### src/skzse_map.svh
// What this block does
// [RQ1] Decrement-to-accumulator puts the addressed byte minus one into the accumulator.
// [RQ2] Accumulator-result skip variants never write the addressed data memory byte.
// [RQ3] A zero adjusted value skips the next instruction; otherwise execution continues.
// [RQ4] A taken skip inserts a dummy cycle; the instruction lasts three cycles.
// [RQ5] Set-byte writes all ones, FFH, into the addressed byte.
// [RQ6] Set-bit forces only the selected bit to one, others unchanged.
// [RQ7] Increment-to-memory stores byte plus one back and skips on zero.
// [RQ8] Increment-to-accumulator puts byte plus one in accumulator and skips on zero.
// [RQ9] Increment and decrement wrap modulo 256 on the eight-bit byte.
`ifndef SKZSE_MAP_SVH
`define SKZSE_MAP_SVH

`define SKZSE_DATA_W     8
`define SKZSE_BIT_W      3
`define SKZSE_ALL_ONES   8'hff
`define SKZSE_ZERO       8'h00
`define SKZSE_ONE        8'h01
`define SKZSE_ACC_RESET  8'h00
`define SKZSE_SKIP_CYCLES 2'h2

`endif

### src/skzse_pkg.sv
package skzse_pkg;

  typedef enum logic [2:0] {
    SKZSE_OP_NONE,
    SKZSE_OP_DEC_SKIP_ZERO_TO_ACC,
    SKZSE_OP_INC_SKIP_ZERO_MEM,
    SKZSE_OP_INC_SKIP_ZERO_TO_ACC,
    SKZSE_OP_SET_BYTE,
    SKZSE_OP_SET_BIT
  } skzse_op_type;

  typedef enum logic [1:0] {
    SKZSE_ST_RUN,
    SKZSE_ST_DUMMY,
    SKZSE_ST_DROP
  } skzse_state_type;

endpackage : skzse_pkg

### src/skzse_exec.sv
`include "skzse_map.svh"

module skzse_exec (
  input  wire logic                    clk,          // System clock, 100 MHz.
  input  wire logic                    reset_n,      // Asynchronous reset, active low.
  input  wire logic                    instr_valid,  // Decoded instruction present.
  input  wire skzse_pkg::skzse_op_type instr_op,     // Decoded operation.
  input  wire logic [2:0]              instr_bit,    // Bit index for set-bit.
  input  wire logic [7:0]              mem_rdata,    // Addressed byte, read this cycle.
  output logic                         instr_ready,  // Block can take an instruction.
  output logic                         mem_we_q,     // Write strobe to data memory.
  output logic      [7:0]              mem_wdata_q,  // Write data to data memory.
  output logic                         acc_we_q,     // Accumulator was loaded.
  output logic      [7:0]              acc_q,        // Accumulator value.
  output logic                         skip_q,       // Discard the next fetched instruction.
  output logic                         dummy_q       // Dummy cycle in progress.
);

  skzse_pkg::skzse_state_type state_q;
  skzse_pkg::skzse_state_type state_d;
  logic [7:0] alu_result;
  logic       alu_to_mem;
  logic       alu_to_acc;
  logic       alu_skip;
  logic       take;

  // ****************************************************************
  // Arithmetic
  // ****************************************************************
  skzse_alu skzse_alu_inst (
    .op      (instr_op),
    .operand (mem_rdata),
    .bit_sel (instr_bit),
    .result  (alu_result),
    .to_mem  (alu_to_mem),
    .to_acc  (alu_to_acc),
    .skip    (alu_skip)
  );

  // Fetch is held off for the two extra cycles of a taken skip.
  assign instr_ready = (state_q == skzse_pkg::SKZSE_ST_RUN);
  assign take        = instr_valid && instr_ready;

  // ****************************************************************
  // Sequencing
  // ****************************************************************
  always_comb begin
    state_d = state_q;
    case (state_q)
      skzse_pkg::SKZSE_ST_RUN: begin
        if (take && alu_skip) begin
          state_d = skzse_pkg::SKZSE_ST_DUMMY;               // see [RQ4]
        end
      end
      skzse_pkg::SKZSE_ST_DUMMY: begin
        state_d = skzse_pkg::SKZSE_ST_DROP;                  // see [RQ4]
      end
      skzse_pkg::SKZSE_ST_DROP: begin
        state_d = skzse_pkg::SKZSE_ST_RUN;
      end
      default: begin
        state_d = skzse_pkg::SKZSE_ST_RUN;
      end
    endcase
  end

  always_ff @(posedge clk or negedge reset_n) begin
    if (!reset_n) begin
      state_q <= skzse_pkg::SKZSE_ST_RUN;
    end else begin
      state_q <= state_d;
    end
  end

  always_ff @(posedge clk or negedge reset_n) begin
    if (!reset_n) begin
      skip_q  <= 1'b0;
      dummy_q <= 1'b0;
    end else begin
      skip_q  <= take && alu_skip;                            // see [RQ3]
      dummy_q <= (state_d == skzse_pkg::SKZSE_ST_DUMMY);     // see [RQ4]
    end
  end

  // ****************************************************************
  // Memory write
  // ****************************************************************
  always_ff @(posedge clk or negedge reset_n) begin
    if (!reset_n) begin
      mem_we_q    <= 1'b0;
      mem_wdata_q <= `SKZSE_ZERO;
    end else begin
      mem_we_q <= take && alu_to_mem;                         // see [RQ2]
      if (take && alu_to_mem) begin
        mem_wdata_q <= alu_result;                            // see [RQ5] see [RQ6] see [RQ7]
      end
    end
  end

  // ****************************************************************
  // Accumulator
  // ****************************************************************
  always_ff @(posedge clk or negedge reset_n) begin
    if (!reset_n) begin
      acc_we_q <= 1'b0;
      acc_q    <= `SKZSE_ACC_RESET;
    end else begin
      acc_we_q <= take && alu_to_acc;
      if (take && alu_to_acc) begin
        acc_q <= alu_result;                                  // see [RQ1] see [RQ8]
      end
    end
  end

  // Expectations are rebuilt from the sampled inputs, so a fault in the
  // arithmetic unit cannot hide behind its own decode.
  function automatic logic acc_variant(input skzse_pkg::skzse_op_type op);
    return (op == skzse_pkg::SKZSE_OP_DEC_SKIP_ZERO_TO_ACC)
        || (op == skzse_pkg::SKZSE_OP_INC_SKIP_ZERO_TO_ACC);
  endfunction : acc_variant

  function automatic logic skip_variant(input skzse_pkg::skzse_op_type op);
    return acc_variant(op) || (op == skzse_pkg::SKZSE_OP_INC_SKIP_ZERO_MEM);
  endfunction : skip_variant

  function automatic logic exp_skip(input skzse_pkg::skzse_op_type op,
                                    input logic [7:0]              value);
    if (op == skzse_pkg::SKZSE_OP_DEC_SKIP_ZERO_TO_ACC) begin
      return value == 8'h01;
    end
    return skip_variant(op) && value == 8'hff;
  endfunction : exp_skip
endmodule : skzse_exec

### src/skzse_alu.sv
`include "skzse_map.svh"

module skzse_alu (
  input  wire skzse_pkg::skzse_op_type op,        // Decoded operation.
  input  wire logic [7:0]              operand,   // Addressed data memory byte.
  input  wire logic [2:0]              bit_sel,   // Bit index for set-bit.
  output logic      [7:0]              result,    // Adjusted value.
  output logic                         to_mem,    // Result goes back to memory.
  output logic                         to_acc,    // Result goes to the accumulator.
  output logic                         skip       // Skip the next instruction.
);

  // ****************************************************************
  // Shared arithmetic
  // ****************************************************************
  // Eight-bit arithmetic wraps by itself, which is what the zero test relies on.
  function automatic logic [7:0] step_byte(input logic [7:0] value, input logic up);
    return up ? value + `SKZSE_ONE : value - `SKZSE_ONE;
  endfunction : step_byte

  function automatic logic is_zero(input logic [7:0] value);
    return value == `SKZSE_ZERO;
  endfunction : is_zero

  // ****************************************************************
  // Result selection
  // ****************************************************************
  always_comb begin
    result = operand;
    to_mem = 1'b0;
    to_acc = 1'b0;
    skip   = 1'b0;
    case (op)
      skzse_pkg::SKZSE_OP_DEC_SKIP_ZERO_TO_ACC: begin
        result = step_byte(operand, 1'b0);                   // see [RQ1] see [RQ9]
        to_acc = 1'b1;                                       // see [RQ2]
        skip   = is_zero(result);                            // see [RQ3]
      end
      skzse_pkg::SKZSE_OP_INC_SKIP_ZERO_MEM: begin
        result = step_byte(operand, 1'b1);                   // see [RQ7] see [RQ9]
        to_mem = 1'b1;
        skip   = is_zero(result);                            // see [RQ3]
      end
      skzse_pkg::SKZSE_OP_INC_SKIP_ZERO_TO_ACC: begin
        result = step_byte(operand, 1'b1);                   // see [RQ8] see [RQ9]
        to_acc = 1'b1;                                       // see [RQ2]
        skip   = is_zero(result);                            // see [RQ3]
      end
      skzse_pkg::SKZSE_OP_SET_BYTE: begin
        result = `SKZSE_ALL_ONES;                            // see [RQ5]
        to_mem = 1'b1;
      end
      skzse_pkg::SKZSE_OP_SET_BIT: begin
        result = operand | (`SKZSE_ONE << bit_sel);          // see [RQ6]
        to_mem = 1'b1;
      end
      default: begin
        result = operand;
      end
    endcase
  end

endmodule : skzse_alu

### config.mk
export PLATFORM = sky130hd
export DESIGN_NAME = skzse_exec
export DESIGN_NICKNAME = d
export VERILOG_FILES = /design/src/skzse_pkg.sv /design/src/skzse_exec.sv /design/src/skzse_alu.sv
export VERILOG_INCLUDE_DIRS = /design/src
export SDC_FILE = /design/constraint.sdc
export NUM_CORES = 1
export LEC_CHECK = 0
export ABC_AREA = 1
export BUFFER_PORTS_ARGS = -buffer_cell sky130_fd_sc_hd__buf_2
export CELL_PAD_IN_SITES_DETAIL_PLACEMENT = 1
export CELL_PAD_IN_SITES_GLOBAL_PLACEMENT = 1
export CORE_MARGIN = 2
export CORE_UTILIZATION = 34
export DETAILED_ROUTE_END_ITERATION = 8
export PLACE_DENSITY = 0.84
export SLEW_MARGIN = 20
export SYNTH_ARGS = -nofsm -noshare
export SYNTH_HDL_FRONTEND = slang
export SYNTH_HIERARCHICAL = 1
export SYNTH_SLANG_ARGS = --single-unit
### constraint.sdc
create_clock -name clk -period 0.9 [get_ports clk]
set_input_delay 0.09 -clock clk [delete_from_list [all_inputs] [get_ports clk]]
set_output_delay 0.09 -clock clk [all_outputs]
set_load 0.02 [all_outputs]
# Word-level counts from Yosys, hierarchy flattened
# Index checks and enable logic that the tools add are counted.
# word_totals
wordCells,34
register_bits,22
# classes
n_reduce_logical,10
n_shift,1
mux,6
n_eq_ne,7
addsub,2
bitwise,1
# ops
cell,n
8-bit one-hot mux with 4 select lines,1
8-bit zero test,2
"8-bit by 1-bit adder with 8-bit output, second input constant",1
8-bit OR,1
"1-bit by 3-bit << shifter with 8-bit output, first input constant",1
"8-bit by 1-bit subtractor with 8-bit output, second input constant",1
"3-bit by 2-bit equality test with 1-bit output, second input constant",2
"3-bit equality test, second input constant",2
"2-bit by 1-bit equality test with 1-bit output, second input constant",2
1-bit logical AND,4
2-bit one-hot mux with 2 select lines,1
2-bit OR reduction,2
"3-bit by 1-bit equality test with 1-bit output, second input constant",1
3-bit OR reduction,1
2-bit zero test,1
1-bit 2-to-1 mux,2
2-bit 2-to-1 mux,1
1-bit one-hot mux with 2 select lines,1

# Depth between registers and ports, before layout
# Gate-level depths: netlist of the first run.
# logic_depth
word_depth,7
depth_mapped,12
ltp_nobuf,12

# Modules after synthesis
# Netlist of the first run, hierarchy kept.
# by_module_without_submodules
mod,area_per_inst_um2,n_inst,cells_each
skzse_exec,887.1,1,88
skzse_alu,759.5,1,153

# Worst setup path before layout of the first run
# Ideal clock, no wire load.
# synth_timing
path_type,input -> register
from,input mem_rdata[0]
to,register dummy_q
setup_slack_ns,-0.166
arrival_ns,0.994
n_path_buf,0
stages,12
path_cell_list,inv_1 -> ha_1 -> inv_1 -> nand2_1 -> nand2_1 -> nor2_1 -> nand2_1 -> nor2_1 -> nand4_1 -> nand2_1 -> inv_1 -> nor2_1
# synth_between
elab_chain_len,7
word_cells_on_any_way,9
classes_between,2 x add/sub; 1 x eq/ne; 3 x mux; 3 x reduce/logical
# synth_rtl
item,line,text
start: declaration,skzse_exec.sv:9,"input wire logic [7:0] mem_rdata,"
8-bit by 1-bit adder with 8-bit output (no source line) / 8-bit by 1-bit subtractor with 8-bit output (equally long branches),n/a,
8-bit zero test (no source line),n/a,
1-bit one-hot mux with 2 select lines *,skzse_alu.sv:33,case (op)
via alu_skip,skzse_exec.sv:24,logic alu_skip;
1-bit logical AND *,skzse_exec.sv:51,if (take && alu_skip) begin
2-bit 2-to-1 mux *,skzse_exec.sv:51,
2-bit one-hot mux with 2 select lines *,skzse_exec.sv:49,case (state_q)
2-bit by 1-bit equality test with 1-bit output *,skzse_exec.sv:81,dummy_q <= (state_d == skzse_pkg::SKZSE_ST_DUMMY);
end signal: assignment,skzse_exec.sv:81,
end: declaration,skzse_exec.sv:16,output logic dummy_q
# Mark *: on every way through the listed nets, which the timed path passes. The rest lies on a longest branch.
# A chain may end at the register's enable or synchronous reset.

# Worst setup path in the final report of the first run
# layout_timing
from,register state_q[0]
to,register acc_q[7]
# layout_between
elab_chain_len,3
# layout_rtl
item,line,text
start: declaration,skzse_exec.sv:19,skzse_pkg::skzse_state_type state_q;
start signal: assignment,skzse_exec.sv:69,state_q <= skzse_pkg::SKZSE_ST_RUN;
start signal: assignment,skzse_exec.sv:71,state_q <= state_d;
2-bit zero test,skzse_exec.sv:41,assign instr_ready = (state_q == skzse_pkg::SKZSE_ST_RUN);
1-bit logical AND,skzse_exec.sv:42,assign take = instr_valid && instr_ready;
1-bit logical AND,skzse_exec.sv:109,if (take && alu_to_acc) begin
end signal: assignment,skzse_exec.sv:106,acc_q <= `SKZSE_ACC_RESET;
end signal: assignment,skzse_exec.sv:110,acc_q <= alu_result;
end: declaration,skzse_exec.sv:14,"output logic [7:0] acc_q,"
# No other way between the ends.

==> results of run 1 <==
==> registers in the layout, indices dropped and copies added (netlist names) <==
signal / count
acc_q: 8
mem_wdata_q: 8
state_q: 2
acc_we_q: 1
dummy_q: 1
mem_we_q: 1
skip_q: 1
==> routing by layer <==
| metal | vias up | global-route usage, % |
|---|---|---|
| li1 | 975 | - |
| met4 | 0 | 10.7 |
| met5 | - | 0 |
| met1 | 979 | 23.9 |
| met2 | 54 | 46.9 |
| met3 | 18 | 2.19 |
==> worst reg2reg max path, delay by kind of cell (launching register included) <==
kind	cells	cell delay (ps)
simple gates	4	590
buf+inv	1	160
flops	1	440
==> final timing paths <==
kind,to,startpoint,slack [ps],depth (start not counted)
setup / recovery,acc_q[7],state_q[0],-400,5
hold / removal,mem_wdata_q[2],instr_valid,250,3
setup reg to reg,acc_q[7],state_q[0],-400,5
hold reg to reg,mem_wdata_q[2],mem_wdata_q[2],520,2
max in group asynchronous,dummy_q,reset_n,240,2
min in group asynchronous,mem_we_q,reset_n,330,2
==> through the flow <==
step | hold WS [ps] | cell area [um2] | power [mW]
after global placement | 70.7 | 2170 | 2.26
after floorplan | -206 | 1720 | 1.85
after detailed placement | 68.4 | 2170 | 2.30
final | 251 | 2620 | 3.71
after global routing | 271 | 2620 | 3.89
after CTS | 229 | 2500 | 3.44
==> power by group <==
part / total, mW / switching [mW] / internal, mW
registers: 1.26 / 0.125 / 1.13
clock network: 0.927 / 0.332 / 0.595
logic: 1.52 / 0.810 / 0.711
total: 3.71 / 1.27 / 2.44
==> placed cells by master, fill, tap and decap left out, types with 2 or more instances in the layout <==
cell type / instances
nand2_1: 79
nor3_1: 4
nand4_1: 24
nand2_2: 7
a31oi_1: 3
buf_2: 17
ha_4: 2
nor2_4: 3
dfrtp_1: 22
inv_4: 3
o21ai_1: 2
nor2_2: 7
inv_2: 4
o21ai_0: 3
buf_4: 56
o21ai_2: 2
o2111ai_1: 2
inv_1: 21
clkbuf_8: 3
nand3_4: 2
buf_6: 22
nand3_2: 2
nand3_1: 20
nor2_1: 10
xor2_1: 2
==> logic make-up (layout without fill, tap and decap cells) <==
kind of cell    count (synthesis)  after routing  share of synthesized area [%]
simple gates                  160            160                           44.9
xor+xnor                        3              3                           1.60
buf+inv                        39            131                           11.5
fa+ha+maj                       4              4                           3.04
compound gates                 13             14                           5.55
flops                          22             22                           33.4
==> repair_timing <==
action / 4_1_cts / 5_1_grt
cloned: 2 / 0
endpoints found under the setup margin: 31 / 39
buffers inserted: 16 / 6
pin swaps: 23 / 12
resized for setup: 30 / 32
hold buffers: 1 / 0
hold endpoints to repair: 22 / 0
==> cell type report <==
cell class,count,area [um2],area share [%]
Multi-Input combinational cell,181,1010,38.6
Clock inverter,1,30.0,1.15
Sequential cell,22,551,21.0
Timing Repair Buffer,98,798,30.5
Tap cell,54,67.6,2.58
Inverter,29,120,4.59
Clock buffer,3,41.3,1.58
==> flow_summary.yaml, run 1 <==
outcome:
  status: "finished with violations"
  violations: "negative setup slack"
final_layout:
  fillCellCount: 592
  drive_gt1_share_pct: 41.3
  fin_nets: 356
  diodes: 0
  final_core_util_pct: 55.8
  syn2layout_area_growth_pct: 59.0
  stdcell_count: 388
synth:
  ys_async_sr_fraction_pct: 100
  synth_fp_nets: 262
  synthFlopType: "dfrtp_1"
  synth-seq-cells: 22
  synth_cells: 241
  yosys.area.top_type: "dfrtp_1"
  synth_area_leaders: "dfrtp_1 33%, nand2_1 20%, nand4_1 9.1%"
  synth_edf_count: 0
  synth_cell_types: 25
  synth_warnings: 6
  synth_top_area_share_pct: 33.4
  synth.most_common_cell: "nand2_1"
  synth_area_um2: 1650
  synth.avg_cell_area_um2: 6.83
  ys_seq_area_share_pct: 33.4
  synth_top_cells_by_count: "86 x nand2_1, 27 x inv_1, 24 x nand4_1"
cts:
  numCtsBuffers: 3
  clk_path_buf_depth: 2
  cts.sinks: 22
  cts_root_buf: "clkbuf_8"
  cts_tree: "done"
  clkLatencyLatePin_ps: 270
  htree_levels: 1
  path_clk_slew_ps: 80
place:
  io_buffers: 37
  place.gp.congestion: 0.836
  dp.cells: 360
  dpl.hpwl_um: 4310
  dp_slack_ps: -515
drt:
  routed_wl_um: 6790
  route.met3.wl_um: 217
  via_per_inst: 5.22
  drt-initial-drc-count: 96
  post_drt_wl_per_cell_um: 17.5
  routed.top_layer: "met4"
  dr_wl_met2_um: 3770
  ant_nets: 0
  drt_pre_antenna_iters: 4
  drc: 0
  vias: 2026
  wirelength_met1_um: 2550
grt:
  grt_max_degree: 23
  grt_pass1_wl_um: 9800
  grt_usage_pct: 23.5
  first_global_vias: 2158
  grt_overflow: 0
  antenna_found_initial: 0
timing:
  rsz0062_at_grt: "true"
  fin_skew_ps: 3.66
  max_freq_mhz: 768
  period_minus_slack_ps: 1300
  drv_slew: 0
  hold_viol_final: 0
  slew_headroom_pct: 67.7
  worstMarginPinSlew_ps: 485
  fin_ws_ps: -403
  setup_violations: 30
  fin_setup_tns_ps: -6410
  period_share_pct: 145
setup_path:
  cp_cell_sequence: "nor2_4 -> buf_12 -> nand3_4 -> nand2_2 -> nand2_1"
  critical_path_arrival_ps: 1440
  startpoint_type: "flop"
  crit_required_ps: 1040
  crit_family: "simple AND/OR/NAND/NOR gates"
  critPathMaxStageDelay_ps: 440
  cp-end-kind: "flop"
  crit_buf_inv: 1
  crit_type: "flop to flop"
  worstPathMaxFanout: 9
  cpMaxStageDelayCell: "dfrtp_1"
floorplan:
  rows: 25
  die-area_um2: 5420
  die_w_um: 73.6
  io_pins: 38
  core_um2: 4690
  start_util_pct: 35.1
  die_y_um: 73.6
power_and_ir_drop:
  ir_worst_vdd_v: 0.000664
  leakage_nw: 1.39
  p_per_area_nw_per_um2: 1420
run:
  drv_cap: 0
hold_path:
  holdCritPathClass: "input pin to flop"
No activity file was read; power rests on OpenSTA's default activity.
==> run 2: changes to the inputs <==
Settings changed: PLACE_DENSITY 0.84 to 0.79.
==> run 2 against run 1 <==
  * The run still ends with negative setup slack left
  * Core utilization fell by 1.6 points
  * Cell area fell by 2.8%
  * Maximum frequency rose by 7.8%
  * Combinational power fell by 3%
  * Global-route usage fell by 1.7 points
  * Worst hold slack improved by 5.7 ps
  * Setup slack improved by 94 ps
  * Critical path depth rose by 1
  * Power fell by 6.2%
  * Largest power group unchanged
  * Sequential share of layout area rose by 0.61 points
  * Largest cell class unchanged
  * Sequential power barely moved
  * Via count fell by 1.7%
==> flow_summary.yaml, run 2 (synthesis results as in run 1) <==
place:
  dpl.hpwl_um: 4080
  io_buffers: 37
  dp.cells: 353
  place_area_um2: 2120
  place.gp.congestion: 0.788
  dp_slack_ps: -504
final_layout:
  diodes: 0
  syn2layout_area_growth_pct: 54.6
  final_core_util_pct: 54.2
  biggestRegsByFlops: "acc_q: 8 flops, mem_wdata_q: 8 flops, state_q: 2 flops"
  drive_gt1_share_pct: 40.8
  final_common_cell: "nand2_1"
  layout_common_cells: "74 x nand2_1, 48 x buf_4, 24 x nand4_1, 22 x dfrtp_1"
  fin_nets: 348
  fillCellCount: 606
  final-seq-area_um2: 551
  final_cell_area_um2: 2540
  stdcell_count: 380
  multi_input_area_um2: 1010
cts:
  clk_path_buf_depth: 2
  numCtsBuffers: 3
  path_clk_slew_ps: 90
  cts_tree: "done"
  cts.sinks: 22
  clkLatencyLatePin_ps: 270
  htree_levels: 1
  cts_root_buf: "clkbuf_8"
setup_path:
  startpoint: "state_q[0]"
  cpMaxStageDelayCell: "dfrtp_1"
  reg2reg_depth: 6
  worstPathMaxFanout: 7
  crit_top_cell: "buf_4"
  crit_family: "buffers and inverters"
  path_depth: 6
  crit_end: "mem_wdata_q[6]"
  critical_path_arrival_ps: 1420
  crit_type: "flop to flop"
  rr_startpoint: "state_q[0]"
  critPathMaxStageDelay_ps: 390
  reg2reg_setup_slack_ps: -310
  cp-end-kind: "flop"
  rr_endpoint: "mem_wdata_q[6]"
  startpoint_type: "flop"
  cp_cell_sequence: "nor2_2 -> buf_12 -> buf_4 -> buf_4 -> nand4_1 -> nand2_1"
  crit_required_ps: 1120
  crit_buf_inv: 3
timing:
  worstMarginPinSlew_ps: 494
  fin_setup_tns_ps: -5110
  fin_ws_ps: -308
  period_minus_slack_ps: 1210
  hold_viol_final: 0
  drv_slew: 0
  slew_headroom_pct: 67.1
  max_freq_mhz: 828
  fin_skew_ps: 6.17
  period_share_pct: 134
  setup_violations: 34
  rsz0062_at_grt: "true"
drt:
  via_per_inst: 5.24
  drt_pre_antenna_iters: 5
  post_drt_wl_per_cell_um: 16.0
  ant_nets: 0
  routed_wl_um: 6080
  drt-initial-drc-count: 46
  vias: 1991
  drc: 0
floorplan:
  rows: 25
  die-area_um2: 5420
  die_w_um: 73.6
  die_y_um: 73.6
  core_um2: 4690
  io_pins: 38
  start_util_pct: 35.1
grt:
  grt_max_degree: 23
  grt_overflow: 0
  antenna_found_initial: 0
  grt_pass1_wl_um: 9150
  grt_usage_pct: 21.7
  first_global_vias: 1925
outcome:
  status: "finished with violations"
  violations: "negative setup slack"
power_and_ir_drop:
  p_int_mw: 2.22
  seq_power_share_pct: 36.1
  ir_worst_vdd_v: 0.000612
  p_per_area_nw_per_um2: 1370
  switchingPower_mw: 1.25
  power_frac_comb_pct: 42.4
  clkPwrFrac_pct: 21.5
  p_sw_share_pct: 36.1
  leakage_nw: 1.35
run:
  drv_cap: 0
hold_path:
  holdCritPathClass: "input pin to flop"
-- run 2: area by class of cell --
cell class / instances / share of cell area [%]
Clock buffer: 4 / 2.16
Tap cell: 54 / 2.65
Timing Repair Buffer: 90 / 29.1
Inverter: 29 / 4.82
Multi-Input combinational cell: 181 / 39.7
Sequential cell: 22 / 21.6
-- run 2: worst min path at each step --
stage,startpoint,endpoint,slack (ps),cells past startpoint
after floorplan,reset_n,acc_q[0],-210,0
after global placement,reset_n,mem_wdata_q[1],70,1
after detailed placement,reset_n,mem_wdata_q[0],80,1
after CTS,instr_valid,dummy_q,230,3
after global routing,instr_valid,acc_we_q,270,3
final,instr_valid,acc_we_q,260,3
-- run 2: repair_timing --
item | CTS | global route
gates cloned | 1 | 0
pin swaps | 9 | 19
hold buffers | 1 | 0
buffers inserted | 15 | 6
resized for setup | 28 | 39
hold endpoints to repair | 22 | 0
setup endpoints to repair | 35 | 38
-- run 2: metrics by stage --
step	power, mW	hold WS [ps]
floorplan	1.85	-206
global placement	2.24	69.0
detailed placement	2.28	79.1
CTS	3.23	228
global route	3.62	269
finish	3.48	257
-- run 2: worst register-to-register path: stages, from the launching register on --
cell and delay, ps:
dfrtp_1 390, nor2_2 150, buf_12 150, buf_4 140, buf_4 130, nand4_1 90, nand2_1 100
-- run 2: power groups by stage --
stage / registers [mW] / logic (mW) / clock network, mW
after floorplan: 1.41 / 0.438 / 0
final: 1.26 / 1.48 / 0.747
after global placement: 1.23 / 1.02 / 0
after detailed placement: 1.23 / 1.04 / 0
after global routing: 1.27 / 1.59 / 0.764
after CTS: 1.23 / 1.28 / 0.731
-- run 2: metal layers --
layer  track usage, %  routed length [um]  up-vias
li1                 -                   -      967
met1             25.1                2440      959
met2             41.0                3370       51
met3             1.92                 150       14
met4             8.08                 119        0
met5                0                   0        -
